==> src/logic/spi_reg_pkg.sv <==
// constants shared by both ends of the register access serial link
package spi_reg_pkg;
    // ------------------------------------------------------------------
    // command codes and strap
    // ------------------------------------------------------------------
    localparam logic [7:0] CMD_READ    = 8'h03;
    localparam logic [7:0] CMD_WRITE   = 8'h02;
    localparam logic [1:0] STRAP_SPI   = 2'h2;
    // ------------------------------------------------------------------
    // register map
    // ------------------------------------------------------------------
    localparam int         ADDR_W      = 7;
    localparam int         REG_COUNT   = 128;
    localparam logic [6:0] START_REG   = 7'h01;
    localparam int         START_BIT   = 0;
    localparam logic [6:0] TABLE_FIRST = 7'h6E;
    localparam logic [6:0] TABLE_LAST  = 7'h78;
    localparam logic [7:0] REG_RESET   = 8'h00;
    // ------------------------------------------------------------------
    // synchroniser layout {strap[1:0], data in, clock, select_n}
    // ------------------------------------------------------------------
    localparam int         SYNC_W      = 5;
    localparam logic [4:0] SYNC_RESET  = 5'h01;
    localparam int         SY_SEL      = 0;
    localparam int         SY_SCK      = 1;
    localparam int         SY_SDI      = 2;
    localparam int         SY_STRAP    = 3;
    localparam logic [1:0] STRAP_WAIT  = 2'h3;
    // ------------------------------------------------------------------
    // timing
    // ------------------------------------------------------------------
    localparam int         CLK_NS      = 50;
    localparam int         SCK_MIN_NS  = 200;
    localparam int         SCK_HALF_MIN = (SCK_MIN_NS / 2 + CLK_NS - 1) / CLK_NS;
    localparam int         HOST_HALF   = 4 * SCK_HALF_MIN;
    localparam int         BYTE_BITS   = 8;
    localparam int         HDR_BYTES   = 2;
endpackage : spi_reg_pkg

==> src/logic/spi_link_if.sv <==
// serial link wires between the master end and the register end
`timescale 1ns/1ps
`default_nettype none
interface spi_link_if;
    logic slave_select_n;
    logic serial_clock_in;
    logic serial_data_in;
    logic serial_data_out;
    logic serial_data_out_oe;
    logic miso_level;
    // undriven data out line floats high through a pull-up
    assign miso_level = serial_data_out_oe ? serial_data_out : 1'b1;
    modport dev (
        input  slave_select_n,
        input  serial_clock_in,
        input  serial_data_in,
        output serial_data_out,
        output serial_data_out_oe
    );
    modport host (
        output slave_select_n,
        output serial_clock_in,
        output serial_data_in,
        input  miso_level
    );
endinterface : spi_link_if
`default_nettype wire

==> src/logic/spi_reg_slave.sv <==
// register end: serial slave port onto the 128 configuration registers
//
// Overview of operation
// - only read 03 and write 02 commands
// - burst read increments address, sends next byte
// - master ends burst read by raising select
// - burst write increments address, stores next byte
// - master ends burst write by raising select
// - address counter wraps from 127 to 0
// - master serial clock at most 5 MHz
// - port active only when strap reads 10
// - start bit cleared by reset
// - start bit is set-only until reset
// - software configures before setting start bit
// - other settings stay writable after start
// - drive on falling, sample on rising edge
// - all 128 registers, 110-120 indirect tables
`timescale 1ns/1ps
`default_nettype none
module spi_reg_slave
    import spi_reg_pkg::*;
(
    // clock and reset
    input  wire logic              clk,
    input  wire logic              rst,
    // serial link
    spi_link_if.dev                link,
    // strap
    input  wire logic [1:0]        interface_select_strap,
    // switch core side
    output logic                   start_switch,
    output logic                   cfg_wr_stb,
    output logic [ADDR_W-1:0]      cfg_wr_addr,
    output logic [7:0]             cfg_wr_data,
    output logic                   table_rd_stb,
    output logic [ADDR_W-1:0]      table_rd_addr,
    input  wire logic [7:0]        table_rd_data
);
    // ------------------------------------------------------------------
    // types and state
    // ------------------------------------------------------------------
    typedef enum logic [6:0] {
        S_IDLE   = 7'h01,
        S_CMD    = 7'h02,
        S_ADR_RD = 7'h04,
        S_ADR_WR = 7'h08,
        S_RDATA  = 7'h10,
        S_WDATA  = 7'h20,
        S_IGNORE = 7'h40
    } slave_state_t;

    logic [SYNC_W-1:0] sync1_ff;
    logic [SYNC_W-1:0] sync2_ff;
    logic              sck_prev_ff;
    logic [1:0]        strap_wait_ff;
    logic [1:0]        nxt_strap_wait;
    logic              port_on_ff;
    logic              nxt_port_on;
    slave_state_t      st_ff;
    slave_state_t      nxt_st;
    logic [2:0]        cnt_ff;
    logic [2:0]        nxt_cnt;
    logic [7:0]        rx_ff;
    logic [7:0]        nxt_rx;
    logic [7:0]        tx_ff;
    logic [7:0]        nxt_tx;
    logic [ADDR_W-1:0] addr_ff;
    logic [ADDR_W-1:0] nxt_addr;
    logic              sdo_ff;
    logic              nxt_sdo;
    logic              oe_ff;
    logic              nxt_oe;
    logic              wr_stb_ff;
    logic              nxt_wr_stb;
    logic [ADDR_W-1:0] wr_addr_ff;
    logic [ADDR_W-1:0] nxt_wr_addr;
    logic [7:0]        wr_data_ff;
    logic [7:0]        nxt_wr_data;
    logic [7:0]        mem_ff [REG_COUNT];

    logic              sel_n;
    logic              sck_rise;
    logic              sck_fall;
    logic [7:0]        rx_byte;
    logic              byte_done;
    logic [ADDR_W-1:0] look_addr;
    logic              look_tbl;
    logic [7:0]        rd_byte;
    logic              fetch;
    logic [ADDR_W-1:0] addr_inc;

    // ------------------------------------------------------------------
    // pin synchronisers and edge detect
    // ------------------------------------------------------------------
    // two stages for every pin, edge detect reads the second stage only
    always_ff @(posedge clk or posedge rst) begin
        if (rst) begin
            sync1_ff    <= SYNC_RESET;
            sync2_ff    <= SYNC_RESET;
            sck_prev_ff <= 1'b0;
        end else begin
            sync1_ff    <= {interface_select_strap, link.serial_data_in,
                            link.serial_clock_in, link.slave_select_n};
            sync2_ff    <= sync1_ff;
            sck_prev_ff <= sync2_ff[SY_SCK];
        end
    end

    assign sel_n     = sync2_ff[SY_SEL];
    assign sck_rise  = sync2_ff[SY_SCK] & ~sck_prev_ff;
    assign sck_fall  = ~sync2_ff[SY_SCK] & sck_prev_ff;
    assign rx_byte   = {rx_ff[6:0], sync2_ff[SY_SDI]};
    assign byte_done = sck_rise && (cnt_ff == 3'h7);
    assign addr_inc  = addr_ff + 7'h01;

    // ------------------------------------------------------------------
    // strap capture after reset release
    // ------------------------------------------------------------------
    // wait for the synchroniser to fill, then latch the strap once
    always_comb begin
        nxt_strap_wait = strap_wait_ff;
        nxt_port_on    = port_on_ff;
        if (strap_wait_ff != STRAP_WAIT) begin
            nxt_strap_wait = strap_wait_ff + 2'h1;
            if (strap_wait_ff == STRAP_WAIT - 2'h1) begin
                nxt_port_on = (sync2_ff[SY_STRAP +: 2] == STRAP_SPI);
            end
        end
    end

    always_ff @(posedge clk or posedge rst) begin
        if (rst) begin
            strap_wait_ff <= 2'h0;
            port_on_ff    <= 1'b0;
        end else begin
            strap_wait_ff <= nxt_strap_wait;
            port_on_ff    <= nxt_port_on;
        end
    end

    // ------------------------------------------------------------------
    // read data source
    // ------------------------------------------------------------------
    // addresses 110..120 read from the indirect table port
    assign look_tbl      = (look_addr >= TABLE_FIRST) && (look_addr <= TABLE_LAST);
    assign rd_byte       = look_tbl ? table_rd_data : mem_ff[look_addr];
    assign table_rd_addr = look_addr;
    assign table_rd_stb  = fetch && look_tbl;

    // ------------------------------------------------------------------
    // transaction sequencer
    // ------------------------------------------------------------------
    always_comb begin
        nxt_st      = st_ff;
        nxt_cnt     = cnt_ff;
        nxt_rx      = rx_ff;
        nxt_tx      = tx_ff;
        nxt_addr    = addr_ff;
        nxt_sdo     = sdo_ff;
        nxt_oe      = oe_ff;
        nxt_wr_stb  = 1'b0;
        nxt_wr_addr = wr_addr_ff;
        nxt_wr_data = wr_data_ff;
        look_addr   = addr_inc;
        fetch       = 1'b0;
        // select high drops any partial byte and frees the line
        if (sel_n || !port_on_ff) begin
            nxt_st  = S_IDLE;
            nxt_cnt = 3'h0;
            nxt_oe  = 1'b0;
        end else begin
            if (sck_rise) begin
                nxt_rx  = rx_byte;
                nxt_cnt = cnt_ff + 3'h1;
            end
            case (st_ff)
                S_IDLE: begin
                    nxt_st = S_CMD;
                end
                S_CMD: begin
                    if (byte_done) begin
                        if (rx_byte == CMD_READ) begin
                            nxt_st = S_ADR_RD;
                        end else if (rx_byte == CMD_WRITE) begin
                            nxt_st = S_ADR_WR;
                        end else begin
                            nxt_st = S_IGNORE;
                        end
                    end
                end
                S_ADR_RD: begin
                    look_addr = rx_byte[ADDR_W-1:0];
                    if (byte_done) begin
                        nxt_addr = rx_byte[ADDR_W-1:0];
                        nxt_tx   = rd_byte;
                        fetch    = 1'b1;
                        nxt_st   = S_RDATA;
                    end
                end
                S_ADR_WR: begin
                    if (byte_done) begin
                        nxt_addr = rx_byte[ADDR_W-1:0];
                        nxt_st   = S_WDATA;
                    end
                end
                S_RDATA: begin
                    if (byte_done) begin
                        nxt_addr = addr_inc;
                        nxt_tx   = rd_byte;
                        fetch    = 1'b1;
                    end
                    // output bit changes on falling edge
                    if (sck_fall) begin
                        nxt_sdo = tx_ff[~cnt_ff];
                        nxt_oe  = 1'b1;
                    end
                end
                S_WDATA: begin
                    // store byte, move to next register
                    if (byte_done) begin
                        nxt_wr_stb  = 1'b1;
                        nxt_wr_addr = addr_ff;
                        nxt_wr_data = rx_byte;
                        // start bit cannot be cleared by a write
                        if (addr_ff == START_REG) begin
                            nxt_wr_data[START_BIT] = rx_byte[START_BIT] | mem_ff[START_REG][START_BIT];
                        end
                        // seven-bit counter rolls 127 to 0
                        nxt_addr = addr_inc;
                    end
                end
                S_IGNORE: begin
                    nxt_oe = 1'b0;
                end
                default: begin
                    nxt_st = S_IDLE;
                end
            endcase
        end
    end

    always_ff @(posedge clk or posedge rst) begin
        if (rst) begin
            st_ff      <= S_IDLE;
            cnt_ff     <= 3'h0;
            rx_ff      <= 8'h00;
            tx_ff      <= 8'h00;
            addr_ff    <= 7'h00;
            sdo_ff     <= 1'b0;
            oe_ff      <= 1'b0;
            wr_stb_ff  <= 1'b0;
            wr_addr_ff <= 7'h00;
            wr_data_ff <= 8'h00;
        end else begin
            st_ff      <= nxt_st;
            cnt_ff     <= nxt_cnt;
            rx_ff      <= nxt_rx;
            tx_ff      <= nxt_tx;
            addr_ff    <= nxt_addr;
            sdo_ff     <= nxt_sdo;
            oe_ff      <= nxt_oe;
            wr_stb_ff  <= nxt_wr_stb;
            wr_addr_ff <= nxt_wr_addr;
            wr_data_ff <= nxt_wr_data;
        end
    end

    // ------------------------------------------------------------------
    // register file
    // ------------------------------------------------------------------
    // reset clears all registers, start bit included
    // every other bit takes writes at any time
    always_ff @(posedge clk or posedge rst) begin
        if (rst) begin
            for (int i = 0; i < REG_COUNT; i++) begin
                mem_ff[i] <= REG_RESET;
            end
        end else if (nxt_wr_stb) begin
            mem_ff[nxt_wr_addr] <= nxt_wr_data;
        end
    end

    // outputs
    assign start_switch            = mem_ff[START_REG][START_BIT];
    assign cfg_wr_stb              = wr_stb_ff;
    assign cfg_wr_addr             = wr_addr_ff;
    assign cfg_wr_data             = wr_data_ff;
    assign link.serial_data_out    = sdo_ff;
    assign link.serial_data_out_oe = oe_ff;
endmodule : spi_reg_slave
`default_nettype wire

==> src/flat_wrapper.sv <==
// flat-port wrapper written by rule: the top's interface ports become plain ports
module spi_reg_slave_flat import spi_reg_pkg::*;
  (clk, rst, interface_select_strap, start_switch, cfg_wr_stb, cfg_wr_addr, cfg_wr_data, table_rd_stb, table_rd_addr, table_rd_data, link_slave_select_n, link_serial_clock_in, link_serial_data_in, link_serial_data_out, link_serial_data_out_oe);
  spi_link_if link_i ();
  input  wire logic clk;
  input  wire logic rst;
  input  wire logic [1:0] interface_select_strap;
  output logic start_switch;
  output logic cfg_wr_stb;
  output logic [ADDR_W-1:0] cfg_wr_addr;
  output logic [7:0] cfg_wr_data;
  output logic table_rd_stb;
  output logic [ADDR_W-1:0] table_rd_addr;
  input  wire logic [7:0] table_rd_data;
  input wire logic [$bits(link_i.slave_select_n)-1:0] link_slave_select_n;
  input wire logic [$bits(link_i.serial_clock_in)-1:0] link_serial_clock_in;
  input wire logic [$bits(link_i.serial_data_in)-1:0] link_serial_data_in;
  output wire logic [$bits(link_i.serial_data_out)-1:0] link_serial_data_out;
  output wire logic [$bits(link_i.serial_data_out_oe)-1:0] link_serial_data_out_oe;
  assign link_i.slave_select_n = link_slave_select_n;
  assign link_i.serial_clock_in = link_serial_clock_in;
  assign link_i.serial_data_in = link_serial_data_in;
  assign link_serial_data_out = link_i.serial_data_out;
  assign link_serial_data_out_oe = link_i.serial_data_out_oe;
  spi_reg_slave u_core (.clk(clk), .rst(rst), .link(link_i), .interface_select_strap(interface_select_strap), .start_switch(start_switch), .cfg_wr_stb(cfg_wr_stb), .cfg_wr_addr(cfg_wr_addr), .cfg_wr_data(cfg_wr_data), .table_rd_stb(table_rd_stb), .table_rd_addr(table_rd_addr), .table_rd_data(table_rd_data));
endmodule
==> config.mk <==
export PLATFORM = sky130hd
export DESIGN_NAME = spi_reg_slave_flat
export DESIGN_NICKNAME = d
export VERILOG_FILES = /design/src/logic/spi_reg_pkg.sv /design/src/logic/spi_link_if.sv /design/src/logic/spi_reg_slave.sv /design/src/flat_wrapper.sv
export SDC_FILE = /design/constraint.sdc
export NUM_CORES = 2
export LEC_CHECK = 0
export BUFFER_PORTS_ARGS = -buffer_cell sky130_fd_sc_hd__buf_4
export CAP_MARGIN = 20
export CELL_PAD_IN_SITES_DETAIL_PLACEMENT = 2
export CELL_PAD_IN_SITES_GLOBAL_PLACEMENT = 2
export CORE_UTILIZATION = 40
export CTS_CLUSTER_DIAMETER = 60
export DETAILED_ROUTE_END_ITERATION = 8
export PLACE_DENSITY_LB_ADDON = 0.1
export SLEW_MARGIN = 20
export SYNTH_ARGS = -nofsm -noshare
export SYNTH_HDL_FRONTEND = slang
export SYNTH_SLANG_ARGS = --single-unit
==> constraint.sdc <==
create_clock -name clk -period 46.7 [get_ports clk]
set_clock_uncertainty 0.1 [all_clocks]
set_input_delay 7.005 -clock clk [delete_from_list [all_inputs] [get_ports clk]]
set_output_delay 7.005 -clock clk [all_outputs]
set_load 0.005 [all_outputs]
## Yosys cells after proc, flatten, opt, wreduce, memory -nomap -nowiden

Index checks and enable logic that the tools add are counted.

| operators by class | value |
|---|---|
| bitwise gates (word level) | 9 |
| magnitude comparators | 6 |
| reductions and logical operators | 20 |
| mux-type cells | 38 |
| equal/unequal tests | 21 |
| $add $sub $neg | 3 |

Operators with widths:

| operator | count |
|---|---|
| 1024-bit bitwise mux | 1 |
| 7-bit two-way mux | 13 |
| 8-bit binary-select mux with 7-bit select | 1 |
| 8-bit demux with 7-bit select | 1 |
| 8-bit two-way mux | 7 |
| 7-bit case mux with 5 select lines | 1 |
| 8-bit by 2-bit equality test with 1-bit output, second input constant | 2 |
| 8-bit >= comparator, second input constant | 2 |
| 7-bit NOT with 8-bit output | 2 |
| 7-bit by 1-bit equality test with 1-bit output, second input constant | 2 |
| 7-bit case mux with 2 select lines | 1 |
| 3-bit by 1-bit inequality test with 1-bit output, second input constant | 4 |
| 1-bit two-way mux | 9 |
| 8-bit by 1-bit < comparator with 1-bit output, second input constant | 1 |
| 4-bit AND reduction | 2 |
| 7-bit by 1-bit adder with 7-bit output, second input constant | 1 |
| 7-bit by 2-bit equality test with 1-bit output, second input constant | 1 |
| 7-bit by 3-bit equality test with 1-bit output, second input constant | 1 |
| 7-bit by 4-bit equality test with 1-bit output, second input constant | 1 |
| 7-bit by 5-bit equality test with 1-bit output, second input constant | 1 |
| 7-bit by 6-bit equality test with 1-bit output, second input constant | 1 |
| 7-bit equality test, second input constant | 1 |
| 7-bit >= comparator, second input constant | 1 |
| 7-bit less-or-equal comparator, second input constant | 1 |
| other kinds (23) | 39 |

| word-level totals | value |
|---|---|
| flip-flop bits (word level) | 1088 |
| output and inout port bits | 27 |
| word-level logic and storage cells | 240 |
| bits of input ports | 15 |

## Longest topological paths before layout

| depth | value |
|---|---|
| depth in word-level cells | 12 |
| mapped depth | 16 |
| depth with buffers taken out | 11 |

## Least setup slack after synthesis

Ideal clock, no wire load.

| timing path | value |
|---|---|
| path type | reg2out |
| start point | register u_core.st_ff[4] |
| end point | output port table_rd_stb |
| arrival | 2.581 ns |
| path buffers | 3 |
| cell stages (with the launch flop) | 10 |
| required time | 39.595 ns |
| path slack | 37.014 ns |
| cell sequence | dfrtp_1 -> buf_4 -> or4_4 -> buf_2 -> nor3_2 -> a31o_2 -> clkbuf_1 -> nand3_1 -> a21o_1 -> nor3_1 |

| between the ends | value |
|---|---|
| word-level cells in the longest chain between the ends | 6 |
| elaborated cells on any way between the ends | 11 |
| those cells by class | 2 x order compare; 2 x eq/ne; 4 x mux; 3 x reduce/logical |

RTL lines:

| item | line | source |
|---|---|---|
| start, declared | spi_reg_slave.sv:59 | `slave_state_t st_ff;` |
| start signal, assigned | spi_reg_slave.sv:255 | `st_ff <= nxt_st;` |
| 7-bit by 3-bit equality test with 1-bit output | spi_reg_slave.sv:176 | `case (st_ff)` |
| 7-bit two-way mux | spi_reg_slave.sv:176 |  |
| 7-bit two-way mux | spi_reg_slave.sv:167 | `if (sel_n \|\| !port_on_ff) begin` |
| 7-bit >= comparator or 7-bit less-or-equal comparator (tied branches) | spi_reg_slave.sv:145 | `assign look_tbl = (look_addr >= TABLE_FIRST) && (look_addr <= TABLE_LAST);` |
| 1-bit logical AND | spi_reg_slave.sv:145 |  |
| 1-bit logical AND (*) | spi_reg_slave.sv:148 | `assign table_rd_stb = fetch && look_tbl;` |
| end, declared | flat_wrapper.sv:12 | `output logic table_rd_stb;` |

Every way passes the cells marked *; elsewhere a longest branch is shown, timed or not.

## Worst setup path in the final report

| timing path | value |
|---|---|
| start point | register u_core.port_on_ff |
| end point | output port table_rd_stb |

| between the ends | value |
|---|---|
| word-level cells in the longest chain between the ends | 6 |
| elaborated cells on any way between the ends | 8 |
| those cells by class | 2 x order compare; 2 x mux; 4 x reduce/logical |

RTL lines:

| item | line | source |
|---|---|---|
| start, declared | spi_reg_slave.sv:57 | `logic port_on_ff;` |
| start signal, assigned | spi_reg_slave.sv:137 | `port_on_ff <= nxt_port_on;` |
| 1-bit logical NOT (*) | spi_reg_slave.sv:167 |  |
| 1-bit logical OR (*) | spi_reg_slave.sv:167 |  |
| 7-bit two-way mux | spi_reg_slave.sv:167 |  |
| 7-bit >= comparator or 7-bit less-or-equal comparator (tied branches) | spi_reg_slave.sv:145 |  |
| 1-bit logical AND | spi_reg_slave.sv:145 |  |
| 1-bit logical AND (*) | spi_reg_slave.sv:148 |  |

Marked as above.

==> results.json <==
{
  "status": "finished, final reports clean",
  "place_congestion": 0.8741,
  "irDropWorstVdd_uv": 42.03,
  "synth-main-ff-cell": "sky130_fd_sc_hd__dfrtp_1",
  "dieHeight_um": 354.6,
  "number_of_maximum_capacitance_violations": 0,
  "synth_fp_nets": 5629,
  "dp_hpwl_um": 126500,
  "asyncSetResetFlopFracSynth": 1.000,
  "postCtsResizedCells": 0,
  "global_route.peak_usage_layer": "met2",
  "grt_overflow_total": 0,
  "htree_levels": 4,
  "die_area_mm2": 0.1257,
  "vias": 43750,
  "pin_count_of_the_biggest_net_entering_global_routing": 149,
  "drtAntennaViolNets": 0,
  "detail_route.iter0.violations": 3503,
  "fill_cells": 13130,
  "post_synth_instance_area_mm2": 0.04972,
  "fin_crit_sh": 0.2539,
  "layout_min_cycle_time_ns": 11.86,
  "core_mm2": 0.1225,
  "area_growth_pct": 12.52,
  "io_pins": 42,
  "clkLatencyLatePin_ns": 0.78,
  "syn_inst": 5608,
  "route.final.wire_length_um": 204900,
  "antenna_violations_before_repair": 15,
  "gr-usage-all-layers": 0.3288,
  "max_freq_mhz": 84.34,
  "final_hold_viol_count": 0,
  "timing.slew.headroom": 0.1735,
  "floorplan.rows": 128,
  "ys.warnings.count": 0,
  "via_count_of_the_first_global_routing_pass": 46790,
  "worstPathRequired_ns": 39.60,
  "met2_usage": 0.5069,
  "max-clock-path-buffers": 3,
  "power_per_cell_area_mw_per_mm2": 37.19,
  "global_route_wire_length_before_repair_um": 311500,
  "slew_at_the_pin_closest_to_its_max_slew_limit_ns": 1.236,
  "cts_buffers": 136,
  "post-cts-setup-buffers": 0,
  "timing_worst_setup_path_type": "reg2out",
  "cts_hold_repair.buffers": 0,
  "wire_per_inst_um": 28.60,
  "clock_tree_from_tritoncts": "done",
  "synth-edff-count": 0,
  "cts.clk_slew.worst_paths_ns": 0.06,
  "drc": 0,
  "synth_cell_type_count": 80,
  "die-width_um": 354.6,
  "io_buffers": 41,
  "grt.met3_usage": 0.05614,
  "worstSetupEndpointType": "primary output",
  "post-layout-total-power_w": 0.002081,
  "final_nets": 5448,
  "slew_viols_final": 0,
  "setup-violations-final": 0,
  "worst_slack_ns": 34.84,
  "start_util": 0.4058,
  "drive_above_1_share": 0.09830,
  "ys_seq_area_frac": 0.5476,
  "hold_class": "reg2reg",
  "cp_data_arrival_time_ns": 4.75,
  "preCtsSetupSlack_ns": 35.73,
  "tns_ns": 0,
  "root_buffer": "sky130_fd_sc_hd__clkbuf_16",
  "post_synth.cell_area_avg_um2": 8.866,
  "viasPerCell": 6.106,
  "global_route.usage.met1": 0.4685,
  "timing.critical_path.from_type": "register",
  "drt-pass1-iter-count": 8,
  "synth-seq-cells": 1088,
  "worstPathMaxFanout": 32,
  "num_clock_sinks": 1088,
  "p_leak_nw": 24.38,
  "rsz_0062_raised_after_global_routing": "false"
}
critical path, stage by stage, from the launching register on:
cell and delay, ns:
sky130_fd_sc_hd__dfrtp_1 0.38, sky130_fd_sc_hd__nor2b_1 0.89, sky130_fd_sc_hd__nand3_1 0.83, sky130_fd_sc_hd__mux2i_4 0.33, sky130_fd_sc_hd__buf_4 0.50, sky130_fd_sc_hd__nand3_1 0.20, sky130_fd_sc_hd__a21o_1 0.24, sky130_fd_sc_hd__nor3_1 0.22
sky130_fd_sc_hd__buf_4 0.24, sky130_fd_sc_hd__buf_4 0.13
registers in the layout (all words and copies together) (netlist names):
| name | cells |
|---|---|
| u_core.st_ff | 7 |
| u_core.addr_ff | 7 |
| u_core.tx_ff | 8 |
| u_core.start_switch | 1 |
| u_core.strap_wait_ff | 2 |
| u_core.mem_ff | 1023 |
| u_core.cfg_wr_data | 8 |
| u_core.rx_ff | 7 |
| u_core.sync2_ff | 5 |
| u_core.port_on_ff | 1 |
| u_core.sync1_ff | 5 |
| u_core.cfg_wr_addr | 7 |
| u_core.link.serial_data_out | 1 |
| u_core.sck_prev_ff | 1 |
| u_core.cnt_ff | 3 |
| u_core.cfg_wr_stb | 1 |
| u_core.link.serial_data_out_oe | 1 |
Yosys cell counts (5+ instances only):
master                      number  area share
sky130_fd_sc_hd__buf_6           9      0.0020
sky130_fd_sc_hd__nor2_1        480       0.036
sky130_fd_sc_hd__nor3_1         48      0.0048
sky130_fd_sc_hd__a21oi_1       556       0.056
sky130_fd_sc_hd__nand2b_1        6     0.00076
sky130_fd_sc_hd__a211oi_1      137       0.021
sky130_fd_sc_hd__nand2_1      1292       0.098
sky130_fd_sc_hd__a21o_1          7      0.0011
sky130_fd_sc_hd__a31oi_1        61      0.0077
sky130_fd_sc_hd__a31o_2          7      0.0012
sky130_fd_sc_hd__buf_1           9     0.00068
sky130_fd_sc_hd__dfrtp_1      1085        0.55
sky130_fd_sc_hd__o21ai_0       616       0.062
sky130_fd_sc_hd__a2111oi_0       5     0.00088
sky130_fd_sc_hd__nand4_1        44      0.0055
sky130_fd_sc_hd__nor2b_1         7     0.00088
sky130_fd_sc_hd__inv_1          23      0.0017
sky130_fd_sc_hd__buf_2         134       0.013
sky130_fd_sc_hd__o31ai_1         8      0.0012
sky130_fd_sc_hd__nand3b_1        9      0.0014
sky130_fd_sc_hd__o21ai_1         8     0.00081
sky130_fd_sc_hd__clkbuf_1      313       0.024
sky130_fd_sc_hd__buf_4          14      0.0021
sky130_fd_sc_hd__xnor2_1         7      0.0012
sky130_fd_sc_hd__nor4_1         10      0.0013
sky130_fd_sc_hd__mux2i_1        88       0.018
sky130_fd_sc_hd__nor3_2         16      0.0032
sky130_fd_sc_hd__a32oi_1        38      0.0067
sky130_fd_sc_hd__ha_1            6      0.0015
sky130_fd_sc_hd__o2111ai_1       7      0.0012
sky130_fd_sc_hd__a311oi_1       10      0.0018
sky130_fd_sc_hd__mux2_2         69       0.016
sky130_fd_sc_hd__o211ai_1        9      0.0014
sky130_fd_sc_hd__o22ai_1        16      0.0020
sky130_fd_sc_hd__and3_1        121       0.015
sky130_fd_sc_hd__nand3_1       228       0.023
sky130_fd_sc_hd__nor3b_1        11      0.0017
per-layer routing:
layer | wire (um) | up-vias
li1 | - | 18940
met1 | 94490 | 23320
met2 | 92270 | 1136
met3 | 11530 | 342
met4 | 6552 | 8
met5 | 52 | -
area by class of cell:
type                            count  area (um^2)  share of cell area
Clock inverter                     45        608.1             0.01087
Multi-Input combinational cell   4011        20640              0.3689
Antenna cell                        5        12.51           0.0002236
Tap cell                         1625         2033             0.03634
Sequential cell                  1088        27230              0.4867
Timing Repair Buffer              163         1281             0.02290
Inverter                           27        123.9            0.002214
Clock buffer                      200         4021             0.07188
metrics by stage:
stage | util | hold slack (ns) | std cells | cell area [um^2]
finish | 0.4567 | 0.2570 | 7164 | 55950
global route | 0.4566 | 0.2667 | 7159 | 55940
CTS | 0.4560 | 0.2637 | 7158 | 55860
detailed placement | 0.4182 | 0.2411 | 6913 | 51230
global placement | 0.4181 | 0.2458 | 6913 | 51230
floorplan | - | 0.2312 | 5608 | 49720
cells in the final DEF (no fill, tap or decap), drive strengths merged, types with 16 or more instances in the layout:
master,count
a21oi,557
o21ai,624
and3,121
clkinv,22
nand2,1295
mux2,69
nor2,481
a32oi,38
nand3,228
a211oi,138
nand4,44
o22ai,16
buf,163
nor3,64
mux2i,89
inv,35
dfrtp,1085
clkbuf,200
a31oi,62
logic make-up after synthesis:
| group | count (synthesis) | share of synthesized area |
|---|---|---|
| simple gates | 2302 | 0.1966 |
| compound gates | 1533 | 0.1736 |
| flops | 1088 | 0.5476 |
| buf+inv | 509 | 0.04434 |
| mux | 160 | 0.03453 |
| xor+xnor | 10 | 0.001762 |
| fa+ha+maj | 6 | 0.001510 |
path summary, 6_finish.rpt:
kind,slack [ns],from,to,cells past startpoint
min in group asynchronous,6.31,rst,u_core.mem_ff[204],2
worst max register to register,39.26,u_core.st_ff[4],u_core.tx_ff[2],13
worst min-delay path,0.26,u_core.sync1_ff[3],u_core.sync2_ff[3],0
max in group asynchronous,37.05,rst,u_core.mem_ff[853],5
worst min register to register,0.26,u_core.sync1_ff[3],u_core.sync2_ff[3],0
worst max-delay path,34.84,u_core.port_on_ff,table_rd_stb,9
where the power goes:
group          switching [W]  internal, W  total [W]
Sequential        0.00000360     0.000944   0.000948
Clock               0.000437     0.000669    0.00111
Combinational      0.0000228   0.00000374  0.0000266
Note: power is estimated with default switching activity, not from simulation.
